<file path="src/design/cbs_defines.svh">
// Offsets, field positions and reset values of the buffer status logic
`ifndef CBS_DEFINES_SVH
`define CBS_DEFINES_SVH
// ==========================================
// Register offsets
`define CBS_OFF_CTRLA 8'h00
`define CBS_OFF_CB_CLR 8'h04
`define CBS_OFF_CB_SET 8'h05
`define CBS_OFF_INT_CLR 8'h08
`define CBS_OFF_INT_EN 8'h09
`define CBS_OFF_INT_ST 8'h0A
`define CBS_OFF_STATUS 8'h0B
`define CBS_OFF_PERIOD 8'h1A
`define CBS_OFF_PER_BUF 8'h1B
`define CBS_OFF_CH_VAL 8'h20
`define CBS_OFF_CH_BUF 8'h30
// ==========================================
// Field positions
`define CBS_CTRLA_EN 1
`define CBS_CTRLA_MODE_LSB 2
`define CBS_CTRLA_CAP_LSB 4
`define CBS_CB_DIR 0
`define CBS_CB_LOCK 1
`define CBS_CB_SINGLE 2
`define CBS_CB_CMD_LSB 5
`define CBS_ST_STOP 0
`define CBS_ST_PAIR 1
`define CBS_ST_PERV 3
`define CBS_ST_CHV_LSB 4
`define CBS_INT_WRAP 0
`define CBS_INT_STOP 1
`define CBS_INT_UPD 2
`define CBS_INT_CAP 3
// ==========================================
// Reset values
`define CBS_RST_BYTE 8'h00
`define CBS_RST_STATUS 8'h01
`define CBS_RST_STOP 1'b1
`define CBS_RST_BIT 1'b0
`endif

</file>
<file path="src/design/cbs_pkg.sv">
// Types shared by the buffer status logic
package cbs_pkg;
	// ==========================================
	// Commands of the control field
	typedef enum logic [2:0] {
		CBS_CMD_NONE = 3'h0,
		CBS_CMD_RETRIGGER = 3'h1,
		CBS_CMD_STOP = 3'h2,
		CBS_CMD_UPDATE = 3'h3,
		CBS_CMD_COUNT_SYNC = 3'h4
	} cbs_cmd_type;
	// Counter width modes
	typedef enum logic [1:0] {
		CBS_MODE_16 = 2'h0,
		CBS_MODE_8 = 2'h1,
		CBS_MODE_32 = 2'h2
	} cbs_mode_type;
	// Register port request
	typedef struct packed {
		logic [7:0] addr;
		logic [7:0] wdata;
		logic wr;
		logic rd;
	} cbs_bus_req_type;
endpackage

</file>
<file path="src/design/cbs_top.sv">
// Buffer-valid, update-lock and run-status logic of one counter unit
`include "cbs_defines.svh"

module cbs_top import cbs_pkg::*; #(
	parameter int NUM_CH = 2,
	parameter bit IS_ODD = 1'b1
) (
	input wire logic clk, // Counter clock
	input wire logic rst, // Synchronous reset
	input wire cbs_bus_req_type bus_req, // Register access
	output logic [7:0] rd_data_q, // Read data, one cycle later
	input wire logic prescale_tick, // Prescaled counter tick
	input wire logic wrap_event, // Overflow or underflow pulse
	input wire logic [NUM_CH-1:0] capture_strobe, // Capture event
	input wire logic [7:0] capture_value, // Captured count
	input wire logic master_is_32bit, // Master counter mode
	output logic counter_run_q, // Counter may count
	output logic retrigger_q, // Restart pulse to core
	output logic read_sync_q, // Count sync pulse to core
	output logic count_dir_q, // Count direction
	output logic [7:0] period_q, // Active period
	output logic [NUM_CH-1:0][7:0] channel_value_q, // Active values
	output logic irq_q // Interrupt level
);
	// ==========================================
	// State
	logic en_q;
	logic en_prev_q;
	cbs_mode_type mode_q;
	logic [NUM_CH-1:0] cap_mode_q;
	logic lock_q;
	logic single_q;
	logic dir_q;
	cbs_cmd_type cmd_q;
	logic stop_q;
	logic stop_d;
	logic pair_q;
	logic [7:0] per_buf_q;
	logic per_valid_q;
	logic per_valid_d;
	logic [NUM_CH-1:0] ch_valid_q;
	logic [NUM_CH-1:0][7:0] ch_buf_q;
	logic [3:0] int_st_q;
	logic [3:0] int_st_d;
	logic [3:0] int_en_q;

	// ==========================================
	// Address decode
	wire wr = bus_req.wr;
	wire rd = bus_req.rd;
	wire [7:0] wd = bus_req.wdata;
	wire [7:0] ad = bus_req.addr;
	wire hit_ctrla = ad == `CBS_OFF_CTRLA;
	wire hit_cb_clr = ad == `CBS_OFF_CB_CLR;
	wire hit_cb_set = ad == `CBS_OFF_CB_SET;
	wire hit_int_clr = ad == `CBS_OFF_INT_CLR;
	wire hit_int_en = ad == `CBS_OFF_INT_EN;
	wire hit_int_st = ad == `CBS_OFF_INT_ST;
	wire hit_status = ad == `CBS_OFF_STATUS;
	wire hit_period = ad == `CBS_OFF_PERIOD;
	wire hit_per_buf = ad == `CBS_OFF_PER_BUF;
	wire wr_ctrla = wr && hit_ctrla;
	wire wr_cb_clr = wr && hit_cb_clr;
	wire wr_cb_set = wr && hit_cb_set;
	wire wr_status = wr && hit_status;
	wire wr_per_buf = wr && hit_per_buf;
	wire [2:0] wr_cmd = wd[`CBS_CB_CMD_LSB +: 3];

	// ==========================================
	// Command execution on the prescaled tick
	wire cmd_exec = prescale_tick && (cmd_q != CBS_CMD_NONE);
	wire do_retrig = cmd_exec && (cmd_q == CBS_CMD_RETRIGGER);
	wire do_stop = cmd_exec && (cmd_q == CBS_CMD_STOP);
	wire do_update = cmd_exec && (cmd_q == CBS_CMD_UPDATE);
	wire do_sync = cmd_exec && (cmd_q == CBS_CMD_COUNT_SYNC);
	wire cmd_load = wr_cb_set && (wr_cmd != 3'h0);

	// Update condition: wrap while running and unlocked, or forced
	wire upd_hw = wrap_event && counter_run_q && !lock_q;
	wire upd = upd_hw || do_update;
	wire mode8 = mode_q == CBS_MODE_8;
	wire lock_clr_wr = wr_status && lock_q;

	// ==========================================
	// Run state: every stop condition wins over a start
	wire halt_single = wrap_event && single_q && counter_run_q;
	wire start = do_retrig || (en_q && !en_prev_q);
	always_comb begin
		stop_d = stop_q;
		if (start)
			stop_d = 1'b0;
		if (!en_q || do_stop || halt_single)
			stop_d = 1'b1;
	end

	// ==========================================
	// Period buffer valid
	wire per_set = wr_per_buf && mode8;
	wire per_clr = (lock_clr_wr && wd[`CBS_ST_PERV]) || upd;
	assign per_valid_d = per_set || (per_valid_q && !per_clr);

	// ==========================================
	// Channel buffers, one slice per channel
	wire [NUM_CH-1:0] ch_hit_val;
	wire [NUM_CH-1:0] ch_hit_buf;
	wire [NUM_CH-1:0] ch_set;
	wire [NUM_CH-1:0] ch_clr;
	wire [NUM_CH:0][7:0] ch_rd_acc;
	assign ch_rd_acc[0] = 8'h00;
	genvar gi;
	generate
		for (gi = 0; gi < NUM_CH; gi++) begin : g_ch
			wire [7:0] off_val = `CBS_OFF_CH_VAL + 8'(gi);
			wire [7:0] off_buf = `CBS_OFF_CH_BUF + 8'(gi);
			wire cap = cap_mode_q[gi];
			wire st_bit = wd[`CBS_ST_CHV_LSB + gi];
			assign ch_hit_val[gi] = ad == off_val;
			assign ch_hit_buf[gi] = ad == off_buf;
			// Compare: buffer write; capture: landed value
			assign ch_set[gi] = cap ? capture_strobe[gi]
				: (wr && ch_hit_buf[gi]);
			// Capture clears on read, compare on update
			assign ch_clr[gi] = cap ? (rd && ch_hit_val[gi])
				: ((lock_clr_wr && st_bit) || upd);
			assign ch_rd_acc[gi+1] = ch_rd_acc[gi]
				| (ch_hit_val[gi] ? channel_value_q[gi] : 8'h00)
				| (ch_hit_buf[gi] ? ch_buf_q[gi] : 8'h00);
			// Buffer load and copy into the active value
			always_ff @(posedge clk) begin
				if (rst) begin
					ch_buf_q[gi] <= `CBS_RST_BYTE;
					channel_value_q[gi] <= `CBS_RST_BYTE;
					ch_valid_q[gi] <= `CBS_RST_BIT;
				end else begin
					if (ch_set[gi])
						ch_buf_q[gi] <= cap ? capture_value : wd;
					if (upd && ch_valid_q[gi])
						channel_value_q[gi] <= ch_buf_q[gi];
					ch_valid_q[gi] <= ch_set[gi]
						|| (ch_valid_q[gi] && !ch_clr[gi]);
				end
			end
		end
	endgenerate

	// ==========================================
	// Interrupt status and level
	wire [3:0] int_ev;
	assign int_ev[`CBS_INT_WRAP] = wrap_event;
	assign int_ev[`CBS_INT_STOP] = stop_d && !stop_q;
	assign int_ev[`CBS_INT_UPD] = upd;
	assign int_ev[`CBS_INT_CAP] = |(capture_strobe & cap_mode_q);
	wire [3:0] int_clr = (wr && hit_int_clr) ? wd[3:0] : 4'h0;
	assign int_st_d = int_ev | (int_st_q & ~int_clr);

	// ==========================================
	// Read data selection
	wire [7:0] ctrla_rd = {2'h0, 2'(cap_mode_q), mode_q, en_q, 1'b0};
	wire [7:0] cb_rd = {cmd_q, 2'h0, single_q, lock_q, dir_q};
	wire [7:0] ch_bits = 8'(ch_valid_q) << `CBS_ST_CHV_LSB;
	wire per_rd = per_valid_q && mode8;
	wire [7:0] status_rd = ch_bits
		| {4'h0, per_rd, 1'b0, pair_q, stop_q};
	wire [7:0] rd_mux = ({8{hit_ctrla}} & ctrla_rd)
		| ({8{hit_cb_clr || hit_cb_set}} & cb_rd)
		| ({8{hit_int_en}} & {4'h0, int_en_q})
		| ({8{hit_int_st}} & {4'h0, int_st_q})
		| ({8{hit_status}} & status_rd)
		| ({8{hit_period}} & period_q)
		| ({8{hit_per_buf}} & per_buf_q)
		| ch_rd_acc[NUM_CH];

	// ==========================================
	// Control A fields
	always_ff @(posedge clk) begin
		if (rst) begin
			en_q <= `CBS_RST_BIT;
			en_prev_q <= `CBS_RST_BIT;
			mode_q <= CBS_MODE_16;
			cap_mode_q <= '0;
		end else begin
			en_prev_q <= en_q;
			if (wr_ctrla) begin
				en_q <= wd[`CBS_CTRLA_EN];
				mode_q <= cbs_mode_type'(wd[`CBS_CTRLA_MODE_LSB +: 2]);
				cap_mode_q <= wd[`CBS_CTRLA_CAP_LSB +: NUM_CH];
			end
		end
	end

	// Control B: set and clear views of one register
	always_ff @(posedge clk) begin
		if (rst) begin
			lock_q <= `CBS_RST_BIT;
			single_q <= `CBS_RST_BIT;
			dir_q <= `CBS_RST_BIT;
		end else if (wr_cb_set) begin
			lock_q <= lock_q || wd[`CBS_CB_LOCK];
			single_q <= single_q || wd[`CBS_CB_SINGLE];
			dir_q <= dir_q || wd[`CBS_CB_DIR];
		end else if (wr_cb_clr) begin
			lock_q <= lock_q && !wd[`CBS_CB_LOCK];
			single_q <= single_q && !wd[`CBS_CB_SINGLE];
			dir_q <= dir_q && !wd[`CBS_CB_DIR];
		end
	end

	// Command field: held until the tick, then reads zero
	always_ff @(posedge clk) begin
		if (rst)
			cmd_q <= CBS_CMD_NONE;
		else if (cmd_load)
			cmd_q <= cbs_cmd_type'(wr_cmd);
		else if (cmd_exec)
			cmd_q <= CBS_CMD_NONE;
	end

	// Command pulses and run state
	always_ff @(posedge clk) begin
		if (rst) begin
			retrigger_q <= `CBS_RST_BIT;
			read_sync_q <= `CBS_RST_BIT;
			stop_q <= `CBS_RST_STOP;
			counter_run_q <= `CBS_RST_BIT;
			pair_q <= `CBS_RST_BIT;
		end else begin
			retrigger_q <= do_retrig && en_q;
			read_sync_q <= do_sync;
			stop_q <= stop_d;
			counter_run_q <= !stop_d;
			pair_q <= IS_ODD && master_is_32bit;
		end
	end

	// Period buffer and its copy
	always_ff @(posedge clk) begin
		if (rst) begin
			per_buf_q <= `CBS_RST_BYTE;
			period_q <= `CBS_RST_BYTE;
			per_valid_q <= `CBS_RST_BIT;
		end else begin
			if (wr_per_buf)
				per_buf_q <= wd;
			if (upd && per_valid_q)
				period_q <= per_buf_q;
			per_valid_q <= per_valid_d;
		end
	end

	// Interrupt registers and read port
	always_ff @(posedge clk) begin
		if (rst) begin
			int_st_q <= 4'h0;
			int_en_q <= 4'h0;
			irq_q <= `CBS_RST_BIT;
			rd_data_q <= `CBS_RST_BYTE;
		end else begin
			int_st_q <= int_st_d;
			if (wr && hit_int_en)
				int_en_q <= wd[3:0];
			irq_q <= |(int_st_q & int_en_q);
			rd_data_q <= rd ? rd_mux : 8'h00;
		end
	end

	assign count_dir_q = dir_q;
endmodule

</file>
<file path="config.mk">
export PLATFORM = sky130hd
export DESIGN_NAME = cbs_top
export DESIGN_NICKNAME = d
export VERILOG_FILES = /design/src/design/cbs_pkg.sv /design/src/design/cbs_top.sv
export VERILOG_INCLUDE_DIRS = /design/src /design/src/design
export SDC_FILE = /design/constraint.sdc
export NUM_CORES = 1
export LEC_CHECK = 0
export ABC_AREA = 1
export BUFFER_PORTS_ARGS = -buffer_cell sky130_fd_sc_hd__buf_2
export CORE_MARGIN = 3
export CORE_UTILIZATION = 56
export DETAILED_ROUTE_END_ITERATION = 8
export MAX_ROUTING_LAYER = met4
export PLACE_DENSITY = 0.88
export SLEW_MARGIN = 15
export SYNTH_ARGS = -nofsm -noshare
export SYNTH_HDL_FRONTEND = slang
export SYNTH_SLANG_ARGS = --single-unit
</file>
<file path="constraint.sdc">
create_clock -name clk -period 1.6 [get_ports clk]
set_input_delay 0 -clock clk [delete_from_list [all_inputs] [get_ports clk]]
set_output_delay 0 -clock clk [all_outputs]
set_load 0.05 [all_outputs]
</file>
==> impl_results.md, run 1 <==
* Outcome: finished, final reports clean
* FP Rows at 30
* Final setup viols at 0
* Net Count, Synth at ~630
* XOR/XNOR Fraction of Synth Area at 0%
* Die W at about 92 um
* Yosys Warn Count at 0
* Starting Density at between 50% and 60%
* Initial antenna violation count at 0
* Grt ovf at 0
* Final Max Slew Viols at 0
* Die Ht at 91.83 um
* CP max FO at 6
* CP peak stage delay at 0.31 ns
* H-tree depth at 3
* WS Path Type: reg -> reg
* Post-synthesis sequential area ratio at 41.25%
* Total track usage at 31.10%
* Final TNS setup at 0 ns
* Post-Route WL at approximately 13000 um
* Initial DRC Count at 644
* Max IR drop VDD at 0.4484 mV
* Pwr per Cell Area at roughly 780 nW/um2
* Remaining DRCs at 0
* Clock skew at roughly 0.012 ns
* Worst-skew pair later-pin latency at between 0.3 and 0.4 ns
* Leading area contributor after synthesis: dfxtp_1
* IO buf count at just under 70
* Total power at 0.003829 W
* Clk slew on worst S/H paths at about 0.09 ns
* Critical path, cell by cell: inv_1 -> nand4_1 -> nand2_1 -> nand2_1 -> buf_4 -> o21ai_0 -> nor2_1
* Yosys reg bits at 85
* R2R Setup Slk at 0.11 ns
* Crit path top cell by count: nand2_1
* Asr flop ratio synth at 0%
* P_leak at roughly 2.2 nW
* Synth top area share at 41.25%
* Compound-Gate Fraction of Synth Area at 16.77%
* Most common cell in the synthesized netlist: nor2_1
* Syn-to-layout area delta at 18.59%
* Finished Core Util at 70.07%
* Worst Hold Class: in -> reg
* Maximum clock frequency at 669.7 MHz
* Die Area at 8432 um2
* Maxcap violations at 0
* Largest cells by area after synthesis: dfxtp_1 41%, nor2_1 10%, o21ai_0 9.3%
* Detail Route Antenna Nets at 0
* Main synth FF type: dfxtp_1
* Worst Setup Start Kind: register
* Clk sinks at 85
* CP top delay family: simple AND/OR/NAND/NOR gates
* Fin crit share at 93.33%
* Slew margin rel. at about three fifths
* Fin crit period at around 1.5 ns
* Wire length per cell at roughly 16 um
* Number of flops mapped to enable cells by yosys at 0
* CP Capture Type: register
* Simple logic cell fraction of the synthesized area at 33.48%
* RSZ-0062 raised after global routing: false
* Syn Inst Count at just under 600
* Nets at 715
* Tightest Pin Transition at 0.5745 ns
* Largest family of logic cells by synthesized area: simple AND/OR/NAND/NOR gates
* Hold_ws at 0.01650 ns
* WP data required at 1.86 ns
* Crit-path slowest cell: dfxtp_1
* Core area at 6982 um2
* Buf+Inv Stages, Crit Path at 2
* Wire length of the first global-routing pass at 20020 um
* CTS root buf: clkbuf_8
* Syn Area/Cell at just under 7 um2
* Hold Violations, Final at 0
* First-pass iteration count of the detailed router at 5
* Vias at 4462
* CTS Buffer Depth at 2
* Total CTS buffers at 9
* Crit path arrival time at 1.75 ns
* Synth Area in Adders at 0%
* Multiplexer area fraction after synthesis at 0%
* Final Wtd Congestion at approximately 0.97
* Ports at 70
* Commonest cells in the synthesized netlist: 112 x nor2_1, 98 x nand2_1, 85 x dfxtp_1
* Vias in the first global route at about 4100
* Hpwl dp at 9196 um
* TritonCTS clock tree: yes
* Largest net degree at the start of global routing at 61
* Routed vias/inst at 5.699
* Total setup buffers inserted after CTS at 0
* Diodes inserted at 0
* Netlist cell types at 31
* Cell area after synthesis at approximately 4100 um2
* Share of cells above drive strength 1 at 18.63%
metal layers:
layer / share of wire [%] / GRT usage, %
met1: 40 / 39.00
met2: 45 / 47.47
met3: 10 / 5.086
met4: 4.8 / 18.07
met5: 0 / -
power breakdown:
group	total (W)	internal (W)	switching (W)
registers	0.00212	0.00212	0.00000502
clock network	0.00143	0.000578	0.000856
logic	0.000270	0.0000945	0.000176
total	0.00383	0.00279	0.00104
path summary, 6_finish.rpt:
kind,end,from,cells after the start
max,period_q[2],cmd_q[2],7
min,ch_buf_q[1],capture_value[1],5
max reg2reg,period_q[2],cmd_q[2],7
min reg2reg,int_en_q[3],int_en_q[3],2
repair_timing:
action | CTS | global route
hold buffers | 18 | 0
endpoints found under the setup margin | 0 | 11
gates resized for setup | 0 | 2
hold endpoints to repair | 20 | 0
placed cells by master (no fill, tap or decap), types with 3 or more instances in the layout:
cell type,count
buf_2,69
nand3_1,54
nand2_1,98
nand3b_1,3
a21oi_1,38
inv_1,49
o21ai_1,11
clkinvlp_4,5
o21ai_0,77
clkbuf_8,9
inv_2,6
nand2_2,4
nor2_4,7
nand2_4,4
nor2_1,112
nand4_1,9
dfxtp_1,85
buf_4,9
a21oi_2,4
dlygate4sd3_1,18
cell type report:
| cell class | instances | area, um2 |
|---|---|---|
| fill | 604 | 2090 |
| multi-input combinational | 432 | 2073 |
| sequential | 85 | 1702 |
| timing repair buffer | 96 | 593.1 |
| inverter | 58 | 222.7 |
| clock buffer | 9 | 123.9 |
| tap | 96 | 120.1 |
| clock inverter | 7 | 57.56 |
sequential cells by signal, summed over array words and instances (netlist names), 2 cells and up, named ones only:
register and flops:
int_st_q 4, cmd_q 3, cap_mode_q 2, mode_q 2
channel_value_q 16, ch_buf_q 16, ch_bits 2, int_en_q 4
per_buf_q 8, period_q 8, rd_data_q 8
through the flow:
stage / area (um2) / worst slack, ns / std cells
finish: 4892 / 0.1068 / 783
global route: 4892 / 0.02215 / 783
CTS: 4892 / 0.1005 / 783
detailed placement: 4531 / 0.1293 / 749
global placement: 4531 / 0.2064 / 749
floorplan: 4125 / 0.1199 / 593
logic make-up after synthesis:
group / after synthesis
AO/OA/AOI/OAI: 133
buffers and inverters: 76
flip-flops: 85
AND/OR/NAND/NOR: 299
worst register-to-register path, cell delays in order, from the launching register on:
cell	delay, ns
dfxtp_1	0.31
inv_1	0.14
nand4_1	0.10
nand2_1	0.26
nand2_1	0.13
buf_4	0.17
o21ai_0	0.20
nor2_1	0.07
(Power assumes the default switching activity.)
==> run 2, diff against run 1 <==
- CORE_MARGIN: 3 -> not set
- CORE_UTILIZATION: 56 -> 30
- PLACE_DENSITY: 0.88 -> 0.52
==> run 2 against run 1 <==
Against the previous run:
- utilization down 32 points
- design area up 3.7%
- sequential power about the same
- combinational power is 2% lower
- fmax rose by 6.7%
==> impl_results.md, run 2 (synthesis gave the netlist of run 1 again) <==
* Crit path from: cmd_q[2]
* Hold Violations, Final at 0 (unchanged)
* Core area at 13350 um2 (+91%)
* Final Max Slew Viols at 0 (unchanged)
* Total track usage at 20.21% (-11 points)
* Die Ht at 119.3 um (+30%)
* IO buf count at 69 (unchanged)
* CP max FO at 9 (+3)
* Commonest cells after routing, fill and taps aside: 112 x nor2_1, 96 x nand2_1, 85 x dfxtp_1, 77 x o21ai_0, 69 x buf_2
* Ports at 70 (unchanged)
* Worst Hold Class: in -> reg
* RSZ-0062 raised after global routing: false
* Hpwl dp at 10500 um (+14%)
* WP data required at 1.83 ns (-0.03 ns)
* Crit-path slowest cell: dfxtp_1
* CP top delay family: simple AND/OR/NAND/NOR gates
* WS Path Type: reg -> reg
* Wire length of the first global-routing pass at 21220 um (+6.0%)
* Setup crit end: channel_value_q[5]
* Final setup margin at 0.1999 ns (+0.09317 ns)
* First-pass iteration count of the detailed router at 5 (unchanged)
* R2r endpoint: channel_value_q[5]
* Initial antenna violation count at 0 (unchanged)
* Fin crit share at 87.50% (-5.8 points)
* Remaining DRCs at 0 (unchanged)
* Crit path arrival time at 1.63 ns (-0.12 ns)
* Starting Density at 30.91% (-28 points)
* Grt ovf at 0 (unchanged)
* Total power at 0.004479 W (+17%)
* Worst Setup Start Kind: register
* Maxcap violations at 0 (unchanged)
* Critical path, cell by cell: inv_1 -> nand4_1 -> nand2_2 -> nand2_1 -> o21ai_0 -> nor2_1
* H-tree depth at 3 (unchanged)
* Largest net degree at the start of global routing at 27 (-56%)
* CP peak stage delay at 0.31 ns (about the same)
* Initial DRC Count at 303 (-53%)
* Total CTS buffers at 9 (unchanged)
* CTS root buf: clkbuf_16
* CP Capture Type: register
* Final setup viols at 0 (unchanged)
* Vias at 4280 (-4.1%)
* Setup WS pre-CTS at 0.07374 ns (-0.05556 ns)
* Vias in the first global route at 3985 (-2.5%)
* Worst-skew pair later-pin latency at 0.34 ns (-0.03 ns)
* Syn-to-layout area delta at 23.02%
* Buf+Inv Stages, Crit Path at 1 (-1)
* Wire length per cell at 15.84 um (-1.3%)
* Detail Route Antenna Nets at 0 (unchanged)
* Die W at 119.3 um (+30%)
* Post-Route WL at 13640 um (+8.6%)
* Max IR drop VDD at 0.4884 mV (+8.9%)
* Routed vias/inst at 4.971 (-13%)
* Clock skew at 0.007103 ns (-0.004536 ns)
* Pwr per Cell Area at 882.5 nW/um2 (+13%)
* Reg2Reg Launch Point: cmd_q[2]
* Slew margin rel. at 62.50% (+1.3 points)
* CTS Buffer Depth at 2 (unchanged)
* Share of cells above drive strength 1 at 20.00% (+1.4 points)
* Maximum clock frequency at 714.3 MHz (+6.7%)
* TritonCTS clock tree: yes
* Fin crit period at 1.400 ns (-0.09317 ns)
* R2R Setup Slk at 0.20 ns (+0.09 ns)
* Nets at 713 (-0.28%)
* Outcome: finished, final reports clean
* Diodes inserted at 0 (unchanged)
* Commonest non-fill, non-tap cell in the layout: nor2_1
* P_leak at 2.247 nW (+3.2%)
* Final TNS setup at 0 ns (unchanged)
* Clk sinks at 85 (unchanged)
* Top flop regs: ch_buf_q (16), channel_value_q (16)
* Clk slew on worst S/H paths at 0.07 ns (-0.02 ns)
* Tightest Pin Transition at 0.5555 ns (-0.01903 ns)
* FP Rows at 42 (+40%)
* Die Area at 14220 um2 (+69%)
* Final Wtd Congestion at 0.9489 (-1.9%)
* Reg2Reg Depth at 6 (-1)
* Cell depth of the worst setup path at 6 (-1)
## run 2: cell count changes in the layout (fill, tap and decap cells not counted), sizes merged
cell,before,now
dlygate4sd3,18,9
buf,78,85
clkinvlp,5,1
clkinv,1,4
clkbuf,9,11
inv,59,57
bufinv,0,1
## run 2: what timing repair did
action                                  CTS  global route
gates resized for setup                   0             5
buffers inserted                          0             2
hold endpoints to repair                  9             0
hold buffers                              9             0
endpoints found under the setup margin    0            19
## run 2: worst min-delay path by stage
stage / cells past startpoint / from / endpoint
CTS: 3 / bus_req[5] / int_en_q[3]
finish: 3 / bus_req[5] / int_en_q[3]
floorplan: 2 / master_is_32bit / pair_q
detailed placement: 3 / master_is_32bit / pair_q
global placement: 3 / master_is_32bit / pair_q
global route: 3 / bus_req[5] / int_en_q[3]
## run 2: layout make-up
type | count | area [um2]
fill | 1452 | 8273
multi-input combinational | 432 | 2078
sequential | 85 | 1702
timing repair buffer | 94 | 555.5
clock buffer | 11 | 242.7
inverter | 58 | 226.5
tap | 176 | 220.2
clock inverter | 5 | 50.05
## run 2: tightest hold or removal path: stages
cell	delay (ns)
buf_2	0.12
o21ai_0	0.09
a21oi_1	0.11
## run 2: through the flow
| stage | area, um2 | std cells | hold slack, ns | utilization [%] |
|---|---|---|---|---|
| after floorplan | 4125 | 593 | 0.1070 | - |
| after global placement | 4668 | 834 | 0.1997 | 34.97 |
| after detailed placement | 4668 | 834 | 0.2114 | 34.97 |
| after CTS | 5051 | 859 | 0.001546 | 37.84 |
| after global routing | 5075 | 861 | 0.04101 | 38.02 |
| final | 5075 | 861 | 0.01173 | 38.02 |
## run 2: per-layer routing
layer | vias to the layer above | global-route usage (%) | routed length (um)
met5 | - | - | 0
met4 | 0 | 10.21 | 395
met3 | 23 | 2.730 | 864
met2 | 158 | 30.63 | 6115
met1 | 1986 | 26.26 | 6265
li1 | 2113 | - | -
## run 2: where the power goes
part	internal, W	switching [W]
registers	0.00212	0.00000485
clock network	0.00124	0.000845
logic	0.0000857	0.000179
==> run 3, diff against run 2 <==
- BUFFER_PORTS_ARGS: -buffer_cell sky130_fd_sc_hd__buf_2 -> -buffer_cell sky130_fd_sc_hd__buf_4
- RECOVER_POWER: not set -> 100
- clock period: 1.6 -> 1.75 ns (I/O delays scaled with it)
==> run 3 against run 2 <==
Against the previous run:
- total power up 0.52%
- non-clock buffer count shrank 1
- clock power increased by 9.6%
- die area stayed put
- highest routed layer unchanged
- clock-buffer cell count unchanged
- sequential cell count unchanged
- via count down 1.0%
- critical path depth rose by 1
- largest cell class unchanged
- critical endpoint is now channel_value_q[14]
- largest power group is now the clock network
- critical path type unchanged
==> impl_results.md, run 3 (synthesis gave the netlist of run 1 again) <==
* Outcome: finished, final reports clean
* Crit path arrival time at 1.85 ns (+0.22 ns)
* Post-Route WL at 13610 um (-0.20%)
* Core area at 13350 um2 (unchanged)
* Final Max Slew Viols at 0 (unchanged)
* Clk slew on worst S/H paths at 0.06 ns (about the same)
* Vias in the first global route at 4094 (+2.7%)
* Tightest Pin Transition at 0.6148 ns (+0.05928 ns)
* RSZ-0062 raised after global routing: false
* Routed vias/inst at 4.926 (-0.91%)
* WP data required at 2.03 ns (+0.20 ns)
* Hpwl dp at 10310 um (-1.8%)
* Worst-skew pair later-pin latency at 0.35 ns (about the same)
* Die Ht at 119.3 um (unchanged)
* Remaining DRCs at 0 (unchanged)
* Final setup viols at 0 (unchanged)
* Maxcap violations at 0 (unchanged)
* Initial antenna violation count at 0 (unchanged)
* Final TNS setup at 0 ns (unchanged)
* Total track usage at 20.81% (+0.61 points)
* Maximum clock frequency at 636.2 MHz (-11%)
* CP Capture Type: register
* Slew margin rel. at 59.19% (-3.3 points)
* Share of cells above drive strength 1 at 13.16% (-6.8 points)
* Fin crit period at 1.572 ns (+0.1719 ns)
* Initial DRC Count at 418 (+38%)
* TritonCTS clock tree: yes
* Die Area at 14220 um2 (unchanged)
* CTS Buffer Depth at 2 (unchanged)
* Final Wtd Congestion at 0.8919 (-6.0%)
* Fin crit share at 89.82% (+2.3 points)
* Reg2Reg Depth at 7 (+1)
* Wire length per cell at 15.83 um (about the same)
* Starting Density at 30.91% (unchanged)
* FP Rows at 42 (unchanged)
* Nets at 712 (-0.14%)
* H-tree depth at 3 (unchanged)
* Vias at 4236 (-1.0%)
* Top flop regs: ch_buf_q (16), channel_value_q (16)
* CTS root buf: clkbuf_16
* Finished Core Util at 38.80% (+0.78 points)
* Hold Violations, Final at 0 (unchanged)
* Pwr per Cell Area at 869.3 nW/um2 (-1.5%)
* Total CTS buffers at 9 (unchanged)
* Grt ovf at 0 (unchanged)
* Clock skew at 0.006964 ns (-0.0001397 ns)
* Wire length of the first global-routing pass at 21950 um (+3.4%)
* Largest net degree at the start of global routing at 26 (-3.7%)
* Commonest non-fill, non-tap cell in the layout: nor2_1
* Worst hold path depth at 5 (+2)
* IO buf count at 69 (unchanged)
* CP max FO at 11 (+2)
* Max IR drop VDD at 0.4898 mV (+0.30%)
* Ports at 70 (unchanged)
* WS Path Type: reg -> reg
* Detail Route Antenna Nets at 0 (unchanged)
* First-pass iteration count of the detailed router at 7 (+2)
* Worst Hold Class: in -> reg
* P_leak at 2.123 nW (-5.5%)
* Syn-to-layout area delta at 25.54%
* Diodes inserted at 0 (unchanged)
* Worst Setup Start Kind: register
* Die W at 119.3 um (unchanged)
* Clk sinks at 85 (unchanged)
* Commonest cells after routing, fill and taps aside: 112 x nor2_1, 97 x nand2_1, 85 x dfxtp_1, 81 x o21ai_0, 55 x nand3_1
## run 3: cell count changes in the layout (fill, tap and decap cells not counted), moves of 2 or more
| cell | previous run | this run |
|---|---|---|
| clkbuf_1 | 1 | 37 |
| bufinv_16 | 1 | 3 |
| buf_4 | 16 | 38 |
| o21ai_1 | 11 | 7 |
| clkinv_2 | 4 | 0 |
| o21ai_0 | 77 | 81 |
| buf_2 | 69 | 0 |
| dlygate4sd3_1 | 9 | 17 |
## run 3: final cells by class
class | count | area [um2]
repair buffers | 93 | 601.8
clock inverters | 5 | 106.4
fillers | 1483 | 8169
clock buffers | 11 | 252.7
well taps | 176 | 220.2
multi-input cells | 432 | 2071
flip-flops and latches | 85 | 1702
inverters | 58 | 225.2
## run 3: timing repair
item	CTS	global route
endpoints found under the setup margin	0	15
setup buffers	0	0
hold buffers	17	0
resized for setup	0	4
hold endpoints to repair	21	0
## run 3: through the flow
stage	instances	hold slack [ns]	total power, W	instance area [um2]	worst slack (ns)
floorplan	593	0.1070	0.002106	4125	0.2699
global placement	827	0.1975	0.002226	4788	0.1842
detailed placement	827	0.2092	0.002228	4788	0.1542
CTS	860	0.001785	0.004525	5318	0.1359
global route	860	0.04316	0.004626	5179	0.006437
finish	860	0.001474	0.004502	5179	0.1781
## run 3: power breakdown
part           internal [W]  total (W)  switching (W)
Clock               0.00148    0.00229       0.000810
Combinational      0.000106   0.000272       0.000166
Sequential          0.00194    0.00194     0.00000451
## run 3: metal layers
layer / global-route usage (%) / up-vias / share of wire (%)
li1: - / 2107 / -
met1: 26.93 / 1983 / 46
met2: 32.78 / 129 / 47
met3: 2.969 / 17 / 5.3
met4: 7.911 / 0 / 1.7
met5: - / - / 0
## run 3: final timing paths
check / from / to / slack, ns
worst max-delay path: cmd_q[2] / channel_value_q[14] / 0.18
worst min-delay path: capture_value[4] / ch_buf_q[12] / 0.001
worst max register to register: cmd_q[2] / channel_value_q[14] / 0.18
worst min register to register: per_buf_q[6] / period_q[6] / 0.46
## run 3: critical path, cell delays in order (launching register included)
cell     delay [ns]
dfxtp_1        0.30
inv_1          0.14
nand4_1        0.10
nand2_1        0.28
nand2_1        0.23
inv_2          0.21
o21ai_0        0.10
a21oi_1        0.13
